<file path="src/hdl/dcpmb_regs.svh">
`ifndef DCPMB_REGS_SVH
`define DCPMB_REGS_SVH
// Summary of operation
// - Erase guard flag reads 0 while protection is active, 1 when erase is allowed.
// - Each unlock key register takes one write per reset; later writes are ignored.
// - Matching keys at 0x01C and 0x504 release protection and start full erase.
// - Debugger write of outgoing word at 0x020 sets word waiting in its status.
// - Debugger read of incoming word at 0x028 sets word taken in its status.
// - Debugger outgoing status at 0x024 shows whether the CPU has read the word.
// - CPU incoming word at 0x400 is a 32-bit read-only word, reset zero.
// - CPU outgoing status at 0x484 shows whether the debugger read word 0x480.
// - CPU lock register 0x500 bit 0 resets 0; a first write of 1 locks the erase, later writes are ignored.
// - Send marks both statuses waiting; receive clears receiver first, sender next.
// - Both sides must write their keys before erase runs and protection is released.

// Debugger-side offsets.
`define DCPMB_DBG_GUARD_STATE  8'h18
`define DCPMB_DBG_UNLOCK_KEY   8'h1C
`define DCPMB_DBG_OUT_WORD     8'h20
`define DCPMB_DBG_OUT_STATE    8'h24
`define DCPMB_DBG_IN_WORD      8'h28
`define DCPMB_DBG_IN_STATE     8'h2C
`define DCPMB_DBG_PORT_ID      8'hFC
// CPU-side offsets.
`define DCPMB_CPU_IN_WORD      12'h400
`define DCPMB_CPU_IN_STATE     12'h404
`define DCPMB_CPU_OUT_WORD     12'h480
`define DCPMB_CPU_OUT_STATE    12'h484
`define DCPMB_CPU_ERASE_LOCK   12'h500
`define DCPMB_CPU_UNLOCK_KEY   12'h504
// Field positions and values.
`define DCPMB_WAIT_BIT         0
`define DCPMB_LOCK_BIT         0
`define DCPMB_GUARD_BIT        0
`define DCPMB_ZERO_WORD        32'h0000_0000
// Identification value; arbitrary.
`define DCPMB_PORT_ID_VALUE    32'h0000_1234
// Buffer shape.
`define DCPMB_WORD_W           32
`define DCPMB_FIFO_DEPTH       16
`endif

</file>
<file path="src/hdl/dcpmb_pkg.sv">
`include "dcpmb_regs.svh"
package dcpmb_pkg;
  // Debugger access port request.
  typedef struct packed {
    logic        valid;
    logic        write;
    logic [7:0]  addr;
    logic [31:0] wdata;
  } dcpmb_dbg_req_t;
  // CPU peripheral request.
  typedef struct packed {
    logic        valid;
    logic        write;
    logic [11:0] addr;
    logic [31:0] wdata;
  } dcpmb_cpu_req_t;
  // Read answer, one cycle after the read request.
  typedef struct packed {
    logic        valid;
    logic [31:0] data;
  } dcpmb_rsp_t;
endpackage : dcpmb_pkg

</file>
<file path="src/hdl/dcpmb_mem.sv">
`timescale 1ns/10ps
module dcpmb_mem #(
  parameter int WIDTH = 32,
  parameter int DEPTH = 16,
  parameter int AW    = $clog2(DEPTH)
) (
  // Clock.
  input  wire logic             sys_clk,
  // Write side.
  input  wire logic             wrEn,
  input  wire logic [AW-1:0]    wrAddr,
  input  wire logic [WIDTH-1:0] wrData,
  // Read side, data registered.
  input  wire logic [AW-1:0]    rdAddr,
  output logic      [WIDTH-1:0] rdData
);
  logic [WIDTH-1:0] store [DEPTH];

  // Write-first storage so a word written to the read address appears at once.
  always_ff @(posedge sys_clk) begin
    if (wrEn) begin
      store[wrAddr] <= wrData;
    end
    rdData <= (wrEn && (wrAddr == rdAddr)) ? wrData : store[rdAddr];
  end
endmodule : dcpmb_mem

</file>
<file path="src/hdl/dcpmb_fifo.sv">
`timescale 1ns/10ps
module dcpmb_fifo #(
  parameter int WIDTH = 32,
  parameter int DEPTH = 16
) (
  // Clock and reset.
  input  wire logic             sys_clk,
  input  wire logic             arst_n,
  // Filling side.
  input  wire logic             inValid,
  output logic                  inReady,
  input  wire logic [WIDTH-1:0] inData,
  // Draining side.
  output logic                  outValid,
  input  wire logic             outReady,
  output logic      [WIDTH-1:0] outData
);
  localparam int AW = $clog2(DEPTH);
  logic [AW-1:0] wrPtr_reg, wrPtr_next, rdPtr_reg, rdPtr_next;
  logic [AW:0]   count_reg, count_next;
  logic          full_reg, full_next, filled_reg, filled_next;
  logic          push, pop;

  assign inReady  = !full_reg;
  assign outValid = filled_reg;

  // Pointer and level update; flags are registered so inReady and outValid are clean.
  always_comb begin
    push        = inValid && !full_reg;
    pop         = outReady && filled_reg;
    wrPtr_next  = push ? AW'(wrPtr_reg + 1'b1) : wrPtr_reg;
    rdPtr_next  = pop ? AW'(rdPtr_reg + 1'b1) : rdPtr_reg;
    count_next  = (AW+1)'(count_reg + push - pop);
    full_next   = (count_next == (AW+1)'(DEPTH));
    filled_next = (count_next != '0);
  end

  always_ff @(posedge sys_clk or negedge arst_n) begin
    if (!arst_n) begin
      wrPtr_reg  <= '0;
      rdPtr_reg  <= '0;
      count_reg  <= '0;
      full_reg   <= 1'b0;
      filled_reg <= 1'b0;
    end else begin
      wrPtr_reg  <= wrPtr_next;
      rdPtr_reg  <= rdPtr_next;
      count_reg  <= count_next;
      full_reg   <= full_next;
      filled_reg <= filled_next;
    end
  end

  // Head word is read ahead at the next read pointer.
  dcpmb_mem #(.WIDTH(WIDTH), .DEPTH(DEPTH)) store_u (
    .sys_clk (sys_clk),
    .wrEn    (push),
    .wrAddr  (wrPtr_reg),
    .wrData  (inData),
    .rdAddr  (rdPtr_next),
    .rdData  (outData)
  );
endmodule : dcpmb_fifo

</file>
<file path="src/hdl/dcpmb_top.sv">
`timescale 1ns/10ps
`include "dcpmb_regs.svh"
module dcpmb_top
  import dcpmb_pkg::*;
(
  // Clock and reset.
  input  wire logic           sys_clk,
  input  wire logic           arst_n,
  // Debugger access port.
  input  wire dcpmb_dbg_req_t dbgReq,
  output dcpmb_rsp_t          dbgRsp,
  output logic                dbgWriteReady,
  // CPU peripheral port.
  input  wire dcpmb_cpu_req_t cpuReq,
  output dcpmb_rsp_t          cpuRsp,
  // Erase guard.
  input  wire logic           eraseGuardStrap,
  output logic                fullDeviceErase,
  output logic                eraseGuardFlag
);
  // Address decode shared by both ports.
  function automatic logic hit12(input logic [11:0] addr, input logic [11:0] offs);
    hit12 = (addr == offs);
  endfunction : hit12

  logic        dbgWr, dbgRd, cpuWr, cpuRd;
  logic        fifoInValid, fifoInReady, fifoOutValid, fifoOutReady;
  logic [31:0] fifoOutData;
  logic        cpuTake, cpuLoad, cpuOutWr, dbgInRead, dbgOutWr;
  logic        dbgKeyWr, cpuKeyWr, lockWr, protectOn, unlockNow;

  // Mailbox state.
  logic [31:0] cpuInWord_reg, cpuInWord_next;
  logic        cpuInWait_reg, cpuInWait_next;
  logic        dbgOutWait_reg, dbgOutWait_next;
  logic [31:0] cpuOutWord_reg, cpuOutWord_next;
  logic        dbgInWait_reg, dbgInWait_next;
  logic        cpuOutWait_reg, cpuOutWait_next;
  // Erase guard state.
  logic        strapSeen_reg, strapSeen_next, strap_reg, strap_next;
  logic [31:0] dbgKey_reg, dbgKey_next, cpuKey_reg, cpuKey_next;
  logic        dbgKeyDone_reg, dbgKeyDone_next, cpuKeyDone_reg, cpuKeyDone_next;
  logic        lock_reg, lock_next, lockDone_reg, lockDone_next;
  logic        unlocked_reg, unlocked_next, eraseStart_reg, eraseStart_next;
  logic        guardFlag_reg, guardFlag_next;
  // Answers.
  dcpmb_rsp_t  dbgRsp_reg, dbgRsp_next, cpuRsp_reg, cpuRsp_next;

  assign dbgRsp          = dbgRsp_reg;
  assign cpuRsp          = cpuRsp_reg;
  assign dbgWriteReady   = fifoInReady;
  assign fullDeviceErase = eraseStart_reg;
  assign eraseGuardFlag  = guardFlag_reg;

  // Request strobes for each register action.
  always_comb begin
    dbgWr        = dbgReq.valid && dbgReq.write;
    dbgRd        = dbgReq.valid && !dbgReq.write;
    cpuWr        = cpuReq.valid && cpuReq.write;
    cpuRd        = cpuReq.valid && !cpuReq.write;
    dbgOutWr     = dbgWr && hit12({4'h0, dbgReq.addr}, {4'h0, `DCPMB_DBG_OUT_WORD});
    dbgInRead    = dbgRd && hit12({4'h0, dbgReq.addr}, {4'h0, `DCPMB_DBG_IN_WORD});
    dbgKeyWr     = dbgWr && hit12({4'h0, dbgReq.addr}, {4'h0, `DCPMB_DBG_UNLOCK_KEY});
    cpuTake      = cpuRd && hit12(cpuReq.addr, `DCPMB_CPU_IN_WORD);
    cpuOutWr     = cpuWr && hit12(cpuReq.addr, `DCPMB_CPU_OUT_WORD);
    cpuKeyWr     = cpuWr && hit12(cpuReq.addr, `DCPMB_CPU_UNLOCK_KEY);
    lockWr       = cpuWr && hit12(cpuReq.addr, `DCPMB_CPU_ERASE_LOCK);
    fifoInValid  = dbgOutWr;
    fifoOutReady = !cpuInWait_reg || cpuTake;
    cpuLoad      = fifoOutValid && fifoOutReady;
  end

  // Debugger words queue here; a full queue stalls the debugger through its ready.
  dcpmb_fifo #(.WIDTH(`DCPMB_WORD_W), .DEPTH(`DCPMB_FIFO_DEPTH)) outQueue_u (
    .sys_clk  (sys_clk),
    .arst_n   (arst_n),
    .inValid  (fifoInValid),
    .inReady  (fifoInReady),
    .inData   (dbgReq.wdata),
    .outValid (fifoOutValid),
    .outReady (fifoOutReady),
    .outData  (fifoOutData)
  );

  // Mailbox flags; a new word wins over a take in the same cycle.
  always_comb begin
    cpuInWord_next  = cpuLoad ? fifoOutData : cpuInWord_reg;
    cpuInWait_next  = cpuLoad || (cpuInWait_reg && !cpuTake);
    dbgOutWait_next = (dbgOutWr && fifoInReady) || fifoOutValid || cpuInWait_reg;
    cpuOutWord_next = cpuOutWr ? cpuReq.wdata : cpuOutWord_reg;
    dbgInWait_next  = cpuOutWr || (dbgInWait_reg && !dbgInRead);
    cpuOutWait_next = cpuOutWr || dbgInWait_reg;
  end

  // Erase guard: write-once keys, write-once lock, release on matching keys.
  always_comb begin
    strapSeen_next  = 1'b1;
    strap_next      = strapSeen_reg ? strap_reg : eraseGuardStrap;
    dbgKeyDone_next = dbgKeyDone_reg || dbgKeyWr;
    dbgKey_next     = (dbgKeyWr && !dbgKeyDone_reg) ? dbgReq.wdata : dbgKey_reg;
    cpuKeyDone_next = cpuKeyDone_reg || cpuKeyWr;
    cpuKey_next     = (cpuKeyWr && !cpuKeyDone_reg) ? cpuReq.wdata : cpuKey_reg;
    lockDone_next   = lockDone_reg || lockWr;
    lock_next       = (lockWr && !lockDone_reg) ? cpuReq.wdata[`DCPMB_LOCK_BIT] : lock_reg;
    unlockNow       = dbgKeyDone_reg && cpuKeyDone_reg && (dbgKey_reg == cpuKey_reg)
                      && !unlocked_reg;
    unlocked_next   = unlocked_reg || unlockNow;
    eraseStart_next = unlockNow;
    protectOn       = (strap_reg || lock_reg) && !unlocked_reg;
    guardFlag_next  = !((strap_next || lock_next) && !unlocked_next);
  end

  // Read answers; unmapped or write-only offsets read as zero.
  always_comb begin
    dbgRsp_next.valid = dbgRd;
    dbgRsp_next.data  = `DCPMB_ZERO_WORD;
    unique case (dbgReq.addr)
      `DCPMB_DBG_GUARD_STATE: dbgRsp_next.data[`DCPMB_GUARD_BIT] = guardFlag_reg;
      `DCPMB_DBG_OUT_STATE:   dbgRsp_next.data[`DCPMB_WAIT_BIT]  = dbgOutWait_reg;
      `DCPMB_DBG_IN_WORD:     dbgRsp_next.data = cpuOutWord_reg;
      `DCPMB_DBG_IN_STATE:    dbgRsp_next.data[`DCPMB_WAIT_BIT]  = dbgInWait_reg;
      `DCPMB_DBG_PORT_ID:     dbgRsp_next.data = `DCPMB_PORT_ID_VALUE;
      default:                dbgRsp_next.data = `DCPMB_ZERO_WORD;
    endcase
    if (!dbgRd) begin
      dbgRsp_next.data = `DCPMB_ZERO_WORD;
    end
    cpuRsp_next.valid = cpuRd;
    cpuRsp_next.data  = `DCPMB_ZERO_WORD;
    unique case (cpuReq.addr)
      `DCPMB_CPU_IN_WORD:    cpuRsp_next.data = cpuInWord_reg;
      `DCPMB_CPU_IN_STATE:   cpuRsp_next.data[`DCPMB_WAIT_BIT] = cpuInWait_reg;
      `DCPMB_CPU_OUT_STATE:  cpuRsp_next.data[`DCPMB_WAIT_BIT] = cpuOutWait_reg;
      `DCPMB_CPU_ERASE_LOCK: cpuRsp_next.data[`DCPMB_LOCK_BIT] = lock_reg;
      default:               cpuRsp_next.data = `DCPMB_ZERO_WORD;
    endcase
    if (!cpuRd) begin
      cpuRsp_next.data = `DCPMB_ZERO_WORD;
    end
  end

  // State registers; reset leaves mailboxes empty and the guard flag at 0; the strap is sampled on the first edge after reset.
  always_ff @(posedge sys_clk or negedge arst_n) begin
    if (!arst_n) begin
      cpuInWord_reg  <= `DCPMB_ZERO_WORD;
      cpuInWait_reg  <= 1'b0;
      dbgOutWait_reg <= 1'b0;
      cpuOutWord_reg <= `DCPMB_ZERO_WORD;
      dbgInWait_reg  <= 1'b0;
      cpuOutWait_reg <= 1'b0;
      strapSeen_reg  <= 1'b0;
      strap_reg      <= 1'b0;
      dbgKey_reg     <= `DCPMB_ZERO_WORD;
      cpuKey_reg     <= `DCPMB_ZERO_WORD;
      dbgKeyDone_reg <= 1'b0;
      cpuKeyDone_reg <= 1'b0;
      lock_reg       <= 1'b0;
      lockDone_reg   <= 1'b0;
      unlocked_reg   <= 1'b0;
      eraseStart_reg <= 1'b0;
      guardFlag_reg  <= 1'b0;
      dbgRsp_reg     <= '0;
      cpuRsp_reg     <= '0;
    end else begin
      cpuInWord_reg  <= cpuInWord_next;
      cpuInWait_reg  <= cpuInWait_next;
      dbgOutWait_reg <= dbgOutWait_next;
      cpuOutWord_reg <= cpuOutWord_next;
      dbgInWait_reg  <= dbgInWait_next;
      cpuOutWait_reg <= cpuOutWait_next;
      strapSeen_reg  <= strapSeen_next;
      strap_reg      <= strap_next;
      dbgKey_reg     <= dbgKey_next;
      cpuKey_reg     <= cpuKey_next;
      dbgKeyDone_reg <= dbgKeyDone_next;
      cpuKeyDone_reg <= cpuKeyDone_next;
      lock_reg       <= lock_next;
      lockDone_reg   <= lockDone_next;
      unlocked_reg   <= unlocked_next;
      eraseStart_reg <= eraseStart_next;
      guardFlag_reg  <= guardFlag_next;
      dbgRsp_reg     <= dbgRsp_next;
      cpuRsp_reg     <= cpuRsp_next;
    end
  end
endmodule : dcpmb_top

</file>
<file path="config.mk">
export PLATFORM = sky130hd
export DESIGN_NAME = dcpmb_top
export DESIGN_NICKNAME = d
export VERILOG_FILES = /design/src/hdl/dcpmb_pkg.sv /design/src/hdl/dcpmb_mem.sv /design/src/hdl/dcpmb_fifo.sv /design/src/hdl/dcpmb_top.sv
export VERILOG_INCLUDE_DIRS = /design/src /design/src/hdl
export SDC_FILE = /design/constraint.sdc
export NUM_CORES = 1
export LEC_CHECK = 0
export ABC_AREA = 0
export ABC_CLOCK_PERIOD_IN_PS = 6100
export BUFFER_PORTS_ARGS = -buffer_cell sky130_fd_sc_hd__buf_2
export CAP_MARGIN = 30
export CORE_MARGIN = 10
export CORE_UTILIZATION = 34
export DETAILED_ROUTE_END_ITERATION = 6
export MAX_ROUTING_LAYER = met4
export PLACE_DENSITY = 0.52
export SKIP_CTS_REPAIR_TIMING = 1
export SLEW_MARGIN = 5
export SYNTH_ARGS = -nofsm -noshare
export SYNTH_HDL_FRONTEND = slang
export SYNTH_SLANG_ARGS = --single-unit
</file>
<file path="constraint.sdc">
create_clock -name sys_clk -period 6.1 [get_ports sys_clk]
set_clock_uncertainty 0.15 [all_clocks]
set_input_delay 0.305 -clock sys_clk [delete_from_list [all_inputs] [get_ports sys_clk]]
set_output_delay 0.305 -clock sys_clk [all_outputs]
set_load 0.005 [all_outputs]
</file>
### Word-level counts from Yosys, hierarchy flattened

Memories as Yosys holds them, arrays and structs flattened. A register that Yosys moved wholly into a read port is not among the register bits.
Index checks and enable logic that the tools add are counted.

| storage, ports and cells | value |
|---|---|
| flip-flop bits (word level) | 222 |
| memory bits (writable) | 512 |
| bits of input ports | 91 |
| output and inout port bits | 69 |
| word-level logic and storage cells | 103 |
| memories kept | 1 |

| cells by class | value |
|---|---|
| $add $sub $neg | 4 |
| eq/ne operators | 15 |
| mux-type cells | 11 |
| reductions and logical operators | 46 |

Memory list:

| name | words | width | read ports | clocked after Yosys merged registers in | write ports | line | source |
|---|---|---|---|---|---|---|---|
| outQueue_u.store_u.store | 16 | 32 | 1 | 1 | 1 | dcpmb_mem.sv:17 | `logic [WIDTH-1:0] store [DEPTH];` |

Operators by type and width:

| kind | number |
|---|---|
| == test 12 x 11 -> 1 bit (second input constant) | 6 |
| two-way mux 32 bit | 2 |
| case mux 31 bit (2 select lines) | 1 |
| == test 32 bit | 1 |
| == test 8 x 6 -> 1 bit (second input constant) | 4 |
| two-way mux 31 bit | 1 |
| logical AND 1 bit | 22 |
| == test 8 x 5 -> 1 bit (second input constant) | 2 |
| zero test 1 bit | 12 |
| logical OR 1 bit | 11 |
| adder 4 x 1 -> 4 bit (second input constant) | 2 |
| == test 8 bit (second input constant) | 1 |
| case mux 1 bit (4 select lines) | 2 |
| adder 5 x 1 -> 5 bit | 1 |
| == test 5 bit (second input constant) | 1 |
| nonzero test 5 bit | 1 |
| subtractor 5 x 1 -> 5 bit | 1 |
| two-way mux 1 bit | 4 |
| two-way mux 4 bit | 1 |

### Logic depth before layout (Yosys ltp)

Gate-level depths: netlist of run 1.

| logic depth | value |
|---|---|
| depth after elaboration | 7 |
| depth in mapped cells | 13 |
| depth with buffers taken out | 12 |

### Modules after synthesis

A second synthesis of run 1 with hierarchy kept.

| second synthesis, totals | value |
|---|---|
| cell total of the unflattened synthesis | 1390 |
| area total of the unflattened synthesis | 28233.3 um^2 |

By module, submodules not included:

| module | instances | cells each | area each (um^2) | sequential area each (um^2) |
|---|---|---|---|---|
| dcpmb_mem | 1 | 810 | 19293.5 | 15454.8 |
| dcpmb_top | 1 | 517 | 8195.4 | 5180.0 |
| dcpmb_fifo | 1 | 63 | 744.5 | 375.4 |

### Least setup slack after synthesis of run 1

Ideal clock, no wire load.

| timing | value |
|---|---|
| kind | input to register |
| from | input port dbgReq[39] (netlist name) |
| to | memory outQueue_u.store_u.store[7][0] (enable) |
| library setup time | 0.461 ns |
| arrival | 3.581 ns |
| slack | 1.908 ns |
| stages on the path | 6 |
| path buffers | 1 |
| cell sequence | nor4_1 > nand3_1 > nor4_1 > clkbuf_1 > nand2_1 > nor3_1 |

| between the ends | value |
|---|---|
| cells in the longest elaborated chain, start to end | 5 |

Ends and longest elaborated chain:

| element | line | source |
|---|---|---|
| start, declared | dcpmb_top.sv:10 | `input wire dcpmb_dbg_req_t dbgReq,` |
| == test 8 x 6 -> 1 bit | dcpmb_top.sv:23 | `hit12 = (addr == offs);` |
| logical AND 1 bit | dcpmb_top.sv:61 | `` dbgOutWr = dbgWr && hit12({4'h0, dbgReq.addr}, {4'h0, `DCPMB_DBG_OUT_WORD}); `` |
| logical AND 1 bit | dcpmb_fifo.sv:29 | `push = inValid && !full_reg;` |
| via outQueue_u.push | dcpmb_fifo.sv:22 | `logic push, pop;` |
| two-way mux 1 bit | dcpmb_mem.sv:21 | `if (wrEn) begin` |
| two-way mux 1 bit (implied by the code) | dcpmb_mem.sv:22 | `store[wrAddr] <= wrData;` |
| end, declared | dcpmb_mem.sv:17 |  |

The timed path passes the listed nets, and every way through them passes these cells.

### Final worst setup path of run 1

| timing | value |
|---|---|
| from | input port cpuReq[38] (netlist name) |
| to | register outQueue_u.full_reg |

| between the ends | value |
|---|---|
| cells in the longest elaborated chain, start to end | 6 |

Ends and longest elaborated chain:

| element | line | source |
|---|---|---|
| start, declared | dcpmb_top.sv:14 | `input wire dcpmb_cpu_req_t cpuReq,` |
| == test 12 x 11 -> 1 bit | dcpmb_top.sv:23 |  |
| logical AND 1 bit | dcpmb_top.sv:64 | `` cpuTake = cpuRd && hit12(cpuReq.addr, `DCPMB_CPU_IN_WORD); `` |
| logical OR 1 bit | dcpmb_top.sv:69 | `fifoOutReady = !cpuInWait_reg \|\| cpuTake;` |
| logical AND 1 bit | -- |  |
| via cpuLoad | dcpmb_top.sv:29 | `logic cpuTake, cpuLoad, cpuOutWr, dbgInRead, dbgOutWr;` |
| subtractor 5 x 1 -> 5 bit | dcpmb_fifo.sv:33 | `count_next = (AW+1)'(count_reg + push - pop);` |
| via outQueue_u.count_next[1] | dcpmb_fifo.sv:20 | `logic [AW:0] count_reg, count_next;` |
| == test 5 bit | dcpmb_fifo.sv:34 | `full_next = (count_next == (AW+1)'(DEPTH));` |
| via outQueue_u.full_next | dcpmb_fifo.sv:21 | `logic full_reg, full_next, filled_reg, filled_next;` |
| end signal, assigned | dcpmb_fifo.sv:49 | `full_reg <= full_next;` |
| end, declared | dcpmb_fifo.sv:21 |  |

The timed path passes the listed nets, and every way through them passes these cells.
A chain may end at the register's enable or synchronous reset.

==> impl_metrics.yaml, run 1 <==
outcome:
  status: "finished with violations"
  violations: "negative hold slack"
clocking:
  cts-buffers-inserted: 81
  worstSkewPairLatency_ps: 620
  tritoncts: "yes"
  clock-sinks: 738
  clkTransAtPathRegs_ps: 60
  clockBufferDepth: 3
  htreeDepth: 3
  root_buffer: "clkbuf_16"
synth:
  synth_area_leader_cell: "edfxtp_1"
  synth.distinct_cells: 52
  synth_area_leaders: "edfxtp_1 (55%), dfrtp_1 (20%), mux4_2 (10%)"
  synthTopCellsByCount: "edfxtp_1 (512), dfrtp_1 (222), mux4_2 (128)"
  syn_area_um2: 28100
  ys_seq_area_share_pct: 74.7
  synth_ff_type: "edfxtp_1"
  synth_most_common_cell: "edfxtp_1"
  avgSynthCellArea_um2: 20.1
  synthArstFlopShare_pct: 30.1
  synth_edf_count: 512
  yosys_warnings: 0
  synth_nets: 1504
  ys_ff_latch: 738
  yosys.area.top_type_share_pct: 54.7
  syn_inst: 1402
global_routing:
  grt_max_degree: 149
  grt_use_total_pct: 14.5
  overflow: 0
  first_global_vias: 15003
  grt_pass1_wl_um: 99400
  antenna_found_initial: 6
critical_path:
  worstRegToRegCells: 12
  path_cells: "dlygate4sd3_1, buf_2, or4b_4, nor4_4, buf_4, o21ai_4, buf_4, inv_2, ha_1, inv_1, ha_1, fa_1, nor4_1, and2_1"
  slowest_stage: "or4b_4"
  critPathBufInv: 6
  criticalPathCategory: "in2reg"
  critPathMaxStageDelay_ps: 580
  crit_path_start_kind: "primary input"
  cp_top_family: "buffers and inverters"
  cp.required_ps: 6490
  cp_max_fo: 67
  crit_path_end_kind: "flip-flop"
  cp.depth: 14
  crit_arrival_ps: 4410
floorplanning:
  fp.coreArea_um2: 82100
  io_pins: 160
  floorplan.initialDensity_pct: 34.3
  die_width_um: 308
  die_h_um: 308
  rows: 105
  die-area_um2: 94600
hold_path:
  worstHoldPathCells: 1
  hp-class: "in2reg"
layout:
  drive_above_1_share_pct: 32.4
  area_growth_pct: 20.6
  largest_reg_flops: 512
  fillCellCount: 7255
  finalInstanceArea_um2: 33900
  multi_input_area_um2: 6800
  layout.nets: 1793
  seq_area_um2: 21000
routing:
  drt_iter0_drc: 1018
  drc: 0
  drtPass1Iterations: 5
  vias_per_cell: 4.95
  antenna_left: 0
  route.top_layer_used: "met4"
  drt_wl_total_um: 66800
  wl_met1_um: 29600
  routedWlPerCell_um: 23.6
  vias: 14009
  wl_met2_um: 32900
  met3WireLength_um: 2960
placed_design:
  place_area_um2: 30400
  portBuffers: 159
  gp_congestion: 0.745
  dp_hpwl_um: 40100
run:
  maxCapViolCount: 0
timing:
  period_share_pct: 66.0
  rsz0062_at_grt: "no"
  worst_pin_slew_ps: 982
  setup_viol: 0
  final_max_slew_viol_count: 0
  fmax_ghz: 0.248
  hold_slack_ps: -8.90
  tns_ps: 0
  finalHoldViolCount: 15
  slew_headroom_pct: 34.5
  finalCriticalPeriod_ps: 4030
pwr:
  max-vdd-ir-drop_v: 0.000178
  leakage_uw: 0.0129
  power_density_nw_per_um2: 312
[logic make-up after synthesis]
group           count (synthesis)  share of synthesized area (%)
flops                         738                           74.7
mux                           229                           15.1
simple gates                  155                           3.52
compound gates                141                           3.43
buf+inv                        85                           1.46
xor+xnor                       42                           1.31
fa+ha+maj                      11                          0.516
other cells                     1                         0.0133
[where the power goes]
part           total, uW  leakage, uW  switching [uW]  internal [uW]
Sequential          5410      0.00767            15.5           5390
Clock               4870      0.00132            1930           2950
Combinational        292      0.00391             174            118
[per-layer routing]
| layer | track usage [%] | vias to the layer above |
|---|---|---|
| li1 | - | 6114 |
| met3 | 2.43 | 96 |
| met1 | 19.1 | 7433 |
| met5 | - | - |
| met2 | 22.8 | 366 |
| met4 | 4.23 | 0 |
[worst register-to-register path, stage by stage, from the launching register on]
cell and delay, ps:
dfrtp_1 370, inv_1 90, o21ai_4 140, buf_4 690, inv_2 140, ha_1 320
inv_1 40, ha_1 210, fa_1 450, a21o_1 200, a21oi_1 170, xnor2_1 110
nand2b_1 150
[layout by cell type, fill, tap and decap left out, drive strengths merged, types with 2 or more instances in the layout]
cell	synthesis	routed
or4	2	2
inv	18	18
clkbuf	43	116
edfxtp	512	512
nand4	11	11
xor2	4	4
dlygate4sd3	0	78
buf	24	195
xnor2	38	38
mux4	128	128
or2	2	2
nor2b	5	5
o21ai	3	3
bufinv	0	6
a21oi	36	36
a21o	34	34
ha	10	10
diode	0	3
nand2b	3	3
nor4	8	8
nand3b	2	2
dfrtp	222	222
mux2	99	99
and4bb	2	2
and2	68	68
nor3b	2	2
nor2	12	12
nor3	7	7
nand3	4	4
dfxtp	4	4
or4b	2	2
mux2i	2	2
nand2	20	20
a22oi	64	64
clkinv	0	27
[stage by stage]
stage	util (%)	setup WS (ps)	instances	hold slack, ps	total power, uW
after global placement	36.9	2000	2593	166	5760
after detailed placement	37.0	1920	2598	182	5770
after floorplan	-	1910	1402	-141	5610
after global routing	41.3	1840	2830	-0.169	10900
final	41.3	2070	2831	-8.90	10600
after CTS	40.3	2560	2748	-479	10700
[area by class of cell]
class / instances / area share (%)
antenna: 3 / 0.0221
clock buffer: 116 / 6.97
clock inverter: 34 / 0.948
inverter: 18 / 0.199
multi-input combinational: 579 / 20.0
sequential: 738 / 62.0
tap: 1070 / 3.95
timing repair buffer: 273 / 5.89
[final timing paths]
kind / slack [ps] / start / endpoint
max: 2070 / cpuReq[38] / outQueue_u.full_reg$_DFF_PN0_
min: -9 / dbgReq[15] / outQueue_u.store_u.store[6][15]$_DFFE_PP_
max reg2reg: 2780 / cpuInWait_reg$_DFF_PN0_ / outQueue_u.outValid$_DFF_PN0_
min reg2reg: 280 / unlocked_reg$_DFF_PN0_ / fullDeviceErase$_DFF_PN0_
max in group asynchronous: 4400 / arst_n / cpuKey_reg[29]$_DFFE_PN0P_
min in group asynchronous: 100 / arst_n / cpuRsp[10]$_DFF_PN0_
No activity file was read; power rests on OpenSTA's default activity.
==> inputs of run 2 (changes only) <==
--- a/config.mk
+++ b/config.mk
@@ -7,7 +7,7 @@
 export NUM_CORES = 1
 export LEC_CHECK = 0
 export ABC_AREA = 0
-export ABC_CLOCK_PERIOD_IN_PS = 6100
+export ABC_CLOCK_PERIOD_IN_PS = 4200
 export BUFFER_PORTS_ARGS = -buffer_cell sky130_fd_sc_hd__buf_2
 export CAP_MARGIN = 30
 export CORE_MARGIN = 10
==> constraint.sdc (replaced) <==
create_clock -name sys_clk -period 4.2 [get_ports sys_clk]
set_clock_uncertainty 0.15 [all_clocks]
set_input_delay 0.21 -clock sys_clk [delete_from_list [all_inputs] [get_ports sys_clk]]
set_output_delay 0.21 -clock sys_clk [all_outputs]
set_load 0.005 [all_outputs]
==> run 2 against run 1 <==
Effect of this change:
- the flow still finishes with violations (negative hold slack)
- core utilization grew 0.24 points
- hold slack is essentially flat
- count of clock-buffer cells in the layout fell by 11
- critical path depth is 6 lower
- power increased by 45%
==> impl_metrics.yaml, run 2 (synthesis gave the netlist of run 1 again) <==
outcome:
  status: "finished with violations"
  violations: "negative hold slack"
critical_path:
  slowest_stage: "nor4_2"
  cp.required_ps: 4360
  criticalPathCategory: "in2reg"
  critPathMaxStageDelay_ps: 670
  crit_arrival_ps: 3410
  crit_path_start_kind: "primary input"
  path_cells: "dlygate4sd3_1, buf_2, nor4_1, nand3_1, nor4_2, nand3b_1, nor2_4, buf_12"
  cp_max_fo: 18
  crit_path_end_kind: "flip-flop"
timing:
  period_share_pct: 77.3
  hold_slack_ps: -8.93
  finalCriticalPeriod_ps: 3240
  rsz0062_at_grt: "no"
  setup_viol: 0
  worst_pin_slew_ps: 955
  final_max_slew_viol_count: 0
  slew_headroom_pct: 36.2
  tns_ps: 0
  finalHoldViolCount: 3
  fmax_ghz: 0.308
global_routing:
  antenna_found_initial: 7
  grt_pass1_wl_um: 101000
  grt_max_degree: 113
  overflow: 0
  grt_use_total_pct: 14.7
  first_global_vias: 14946
floorplanning:
  fp.coreArea_um2: 82100
  die_width_um: 308
  die_h_um: 308
  rows: 105
  die-area_um2: 94600
  floorplan.initialDensity_pct: 34.3
  io_pins: 160
layout:
  area_growth_pct: 21.3
  layout_common_cells: "edfxtp_1 (512), dfrtp_1 (222), buf_2 (158), mux4_2 (128), dlygate4sd3_1 (91)"
  layout.nets: 1816
  final_common_cell: "edfxtp_1"
  drive_above_1_share_pct: 32.8
  largest_reg_flops: 512
routing:
  drc: 0
  antenna_left: 0
  drt_wl_total_um: 68400
  drtPass1Iterations: 5
  routedWlPerCell_um: 24.0
  vias: 14039
  vias_per_cell: 4.92
  drt_iter0_drc: 902
clocking:
  worstSkewPairLatency_ps: 610
  cts-buffers-inserted: 82
  htreeDepth: 3
  clock-sinks: 738
  clkTransAtPathRegs_ps: 60
  clockBufferDepth: 3
  root_buffer: "clkbuf_16"
  tritoncts: "yes"
pwr:
  leakage_uw: 0.0130
  p_total_uw: 15300
  power_density_nw_per_um2: 448
  max-vdd-ir-drop_v: 0.000315
placed_design:
  portBuffers: 159
  gp_congestion: 0.741
  dp_hpwl_um: 41200
run:
  maxCapViolCount: 0
hold_path:
  hp-class: "in2reg"
[run 2: cell count changes in the layout (fill, tap and decap cells not counted), moves of 5 or more]
cell           change
dlygate4sd3_1     +13
buf_12             +9
clkinv_2           +5
clkbuf_1           -5
[run 2: layer usage]
metal  global-route usage, %  vias to the layer above  wire length (um)  part of all wire (%)
li1                        -                     6158                 -                     -
met1                    19.2                     7432             30800                    45
met2                    23.2                      339             33000                    48
met3                    3.13                      110              3180                   4.6
met4                    3.67                        0              1490                   2.2
met5                       -                        -                 0                     0
[run 2: critical path: cells and delay by family]
kind	cells	cell delay [ps]
AND/OR/NAND/NOR	5	2240
buffers and inverters	3	940
[run 2: where the power goes]
part           total (uW)  switching [uW]  internal, uW
combinational         440             260           180
sequential           7850            22.3          7830
clock                6990            2860          4140
total               15300            3140         12100
[run 2: worst paths after layout]
path                                          startpoint  slack (ps)                                         to  cells after the start
max                                           dbgReq[39]         960  outQueue_u.store_u.store[11][3]$_DFFE_PP_                      8
min                                           dbgReq[36]          -9                        dbgRsp[4]$_DFF_PN0_                      4
max reg2reg                outQueue_u.full_reg$_DFF_PN0_        1280  outQueue_u.store_u.store[11][3]$_DFFE_PP_                      4
min reg2reg                       unlocked_reg$_DFF_PN0_         280                  fullDeviceErase$_DFF_PN0_                      1
max in group asynchronous                         arst_n        2410                       cpuRsp[20]$_DFF_PN0_                      4
min in group asynchronous                         arst_n         480               cpuInWord_reg[8]$_DFFE_PN0P_                      3
[run 2: cell type report]
type,count,area [um2]
Antenna cell,2,5.00
Clock buffer,105,2240
Clock inverter,45,389
Fill cell,7212,48000
Inverter,18,67.6
Multi-Input combinational cell,579,6790
Sequential cell,738,21000
Tap cell,1070,1340
Timing Repair Buffer,295,2260
[run 2: metrics by stage]
step	utilization, %	std cells	worst slack (ps)	hold WS [ps]	instance area, um2
4_1_cts	40.3	2756	1200	-679	33100
2_1_floorplan	-	1402	103	-236	28100
3_3_place_gp	37.1	2605	827	-14.5	30500
3_5_place_dp	37.1	2606	825	-11.4	30500
6_report	41.5	2852	955	-8.93	34100
5_1_grt	41.5	2851	734	6.53	34100
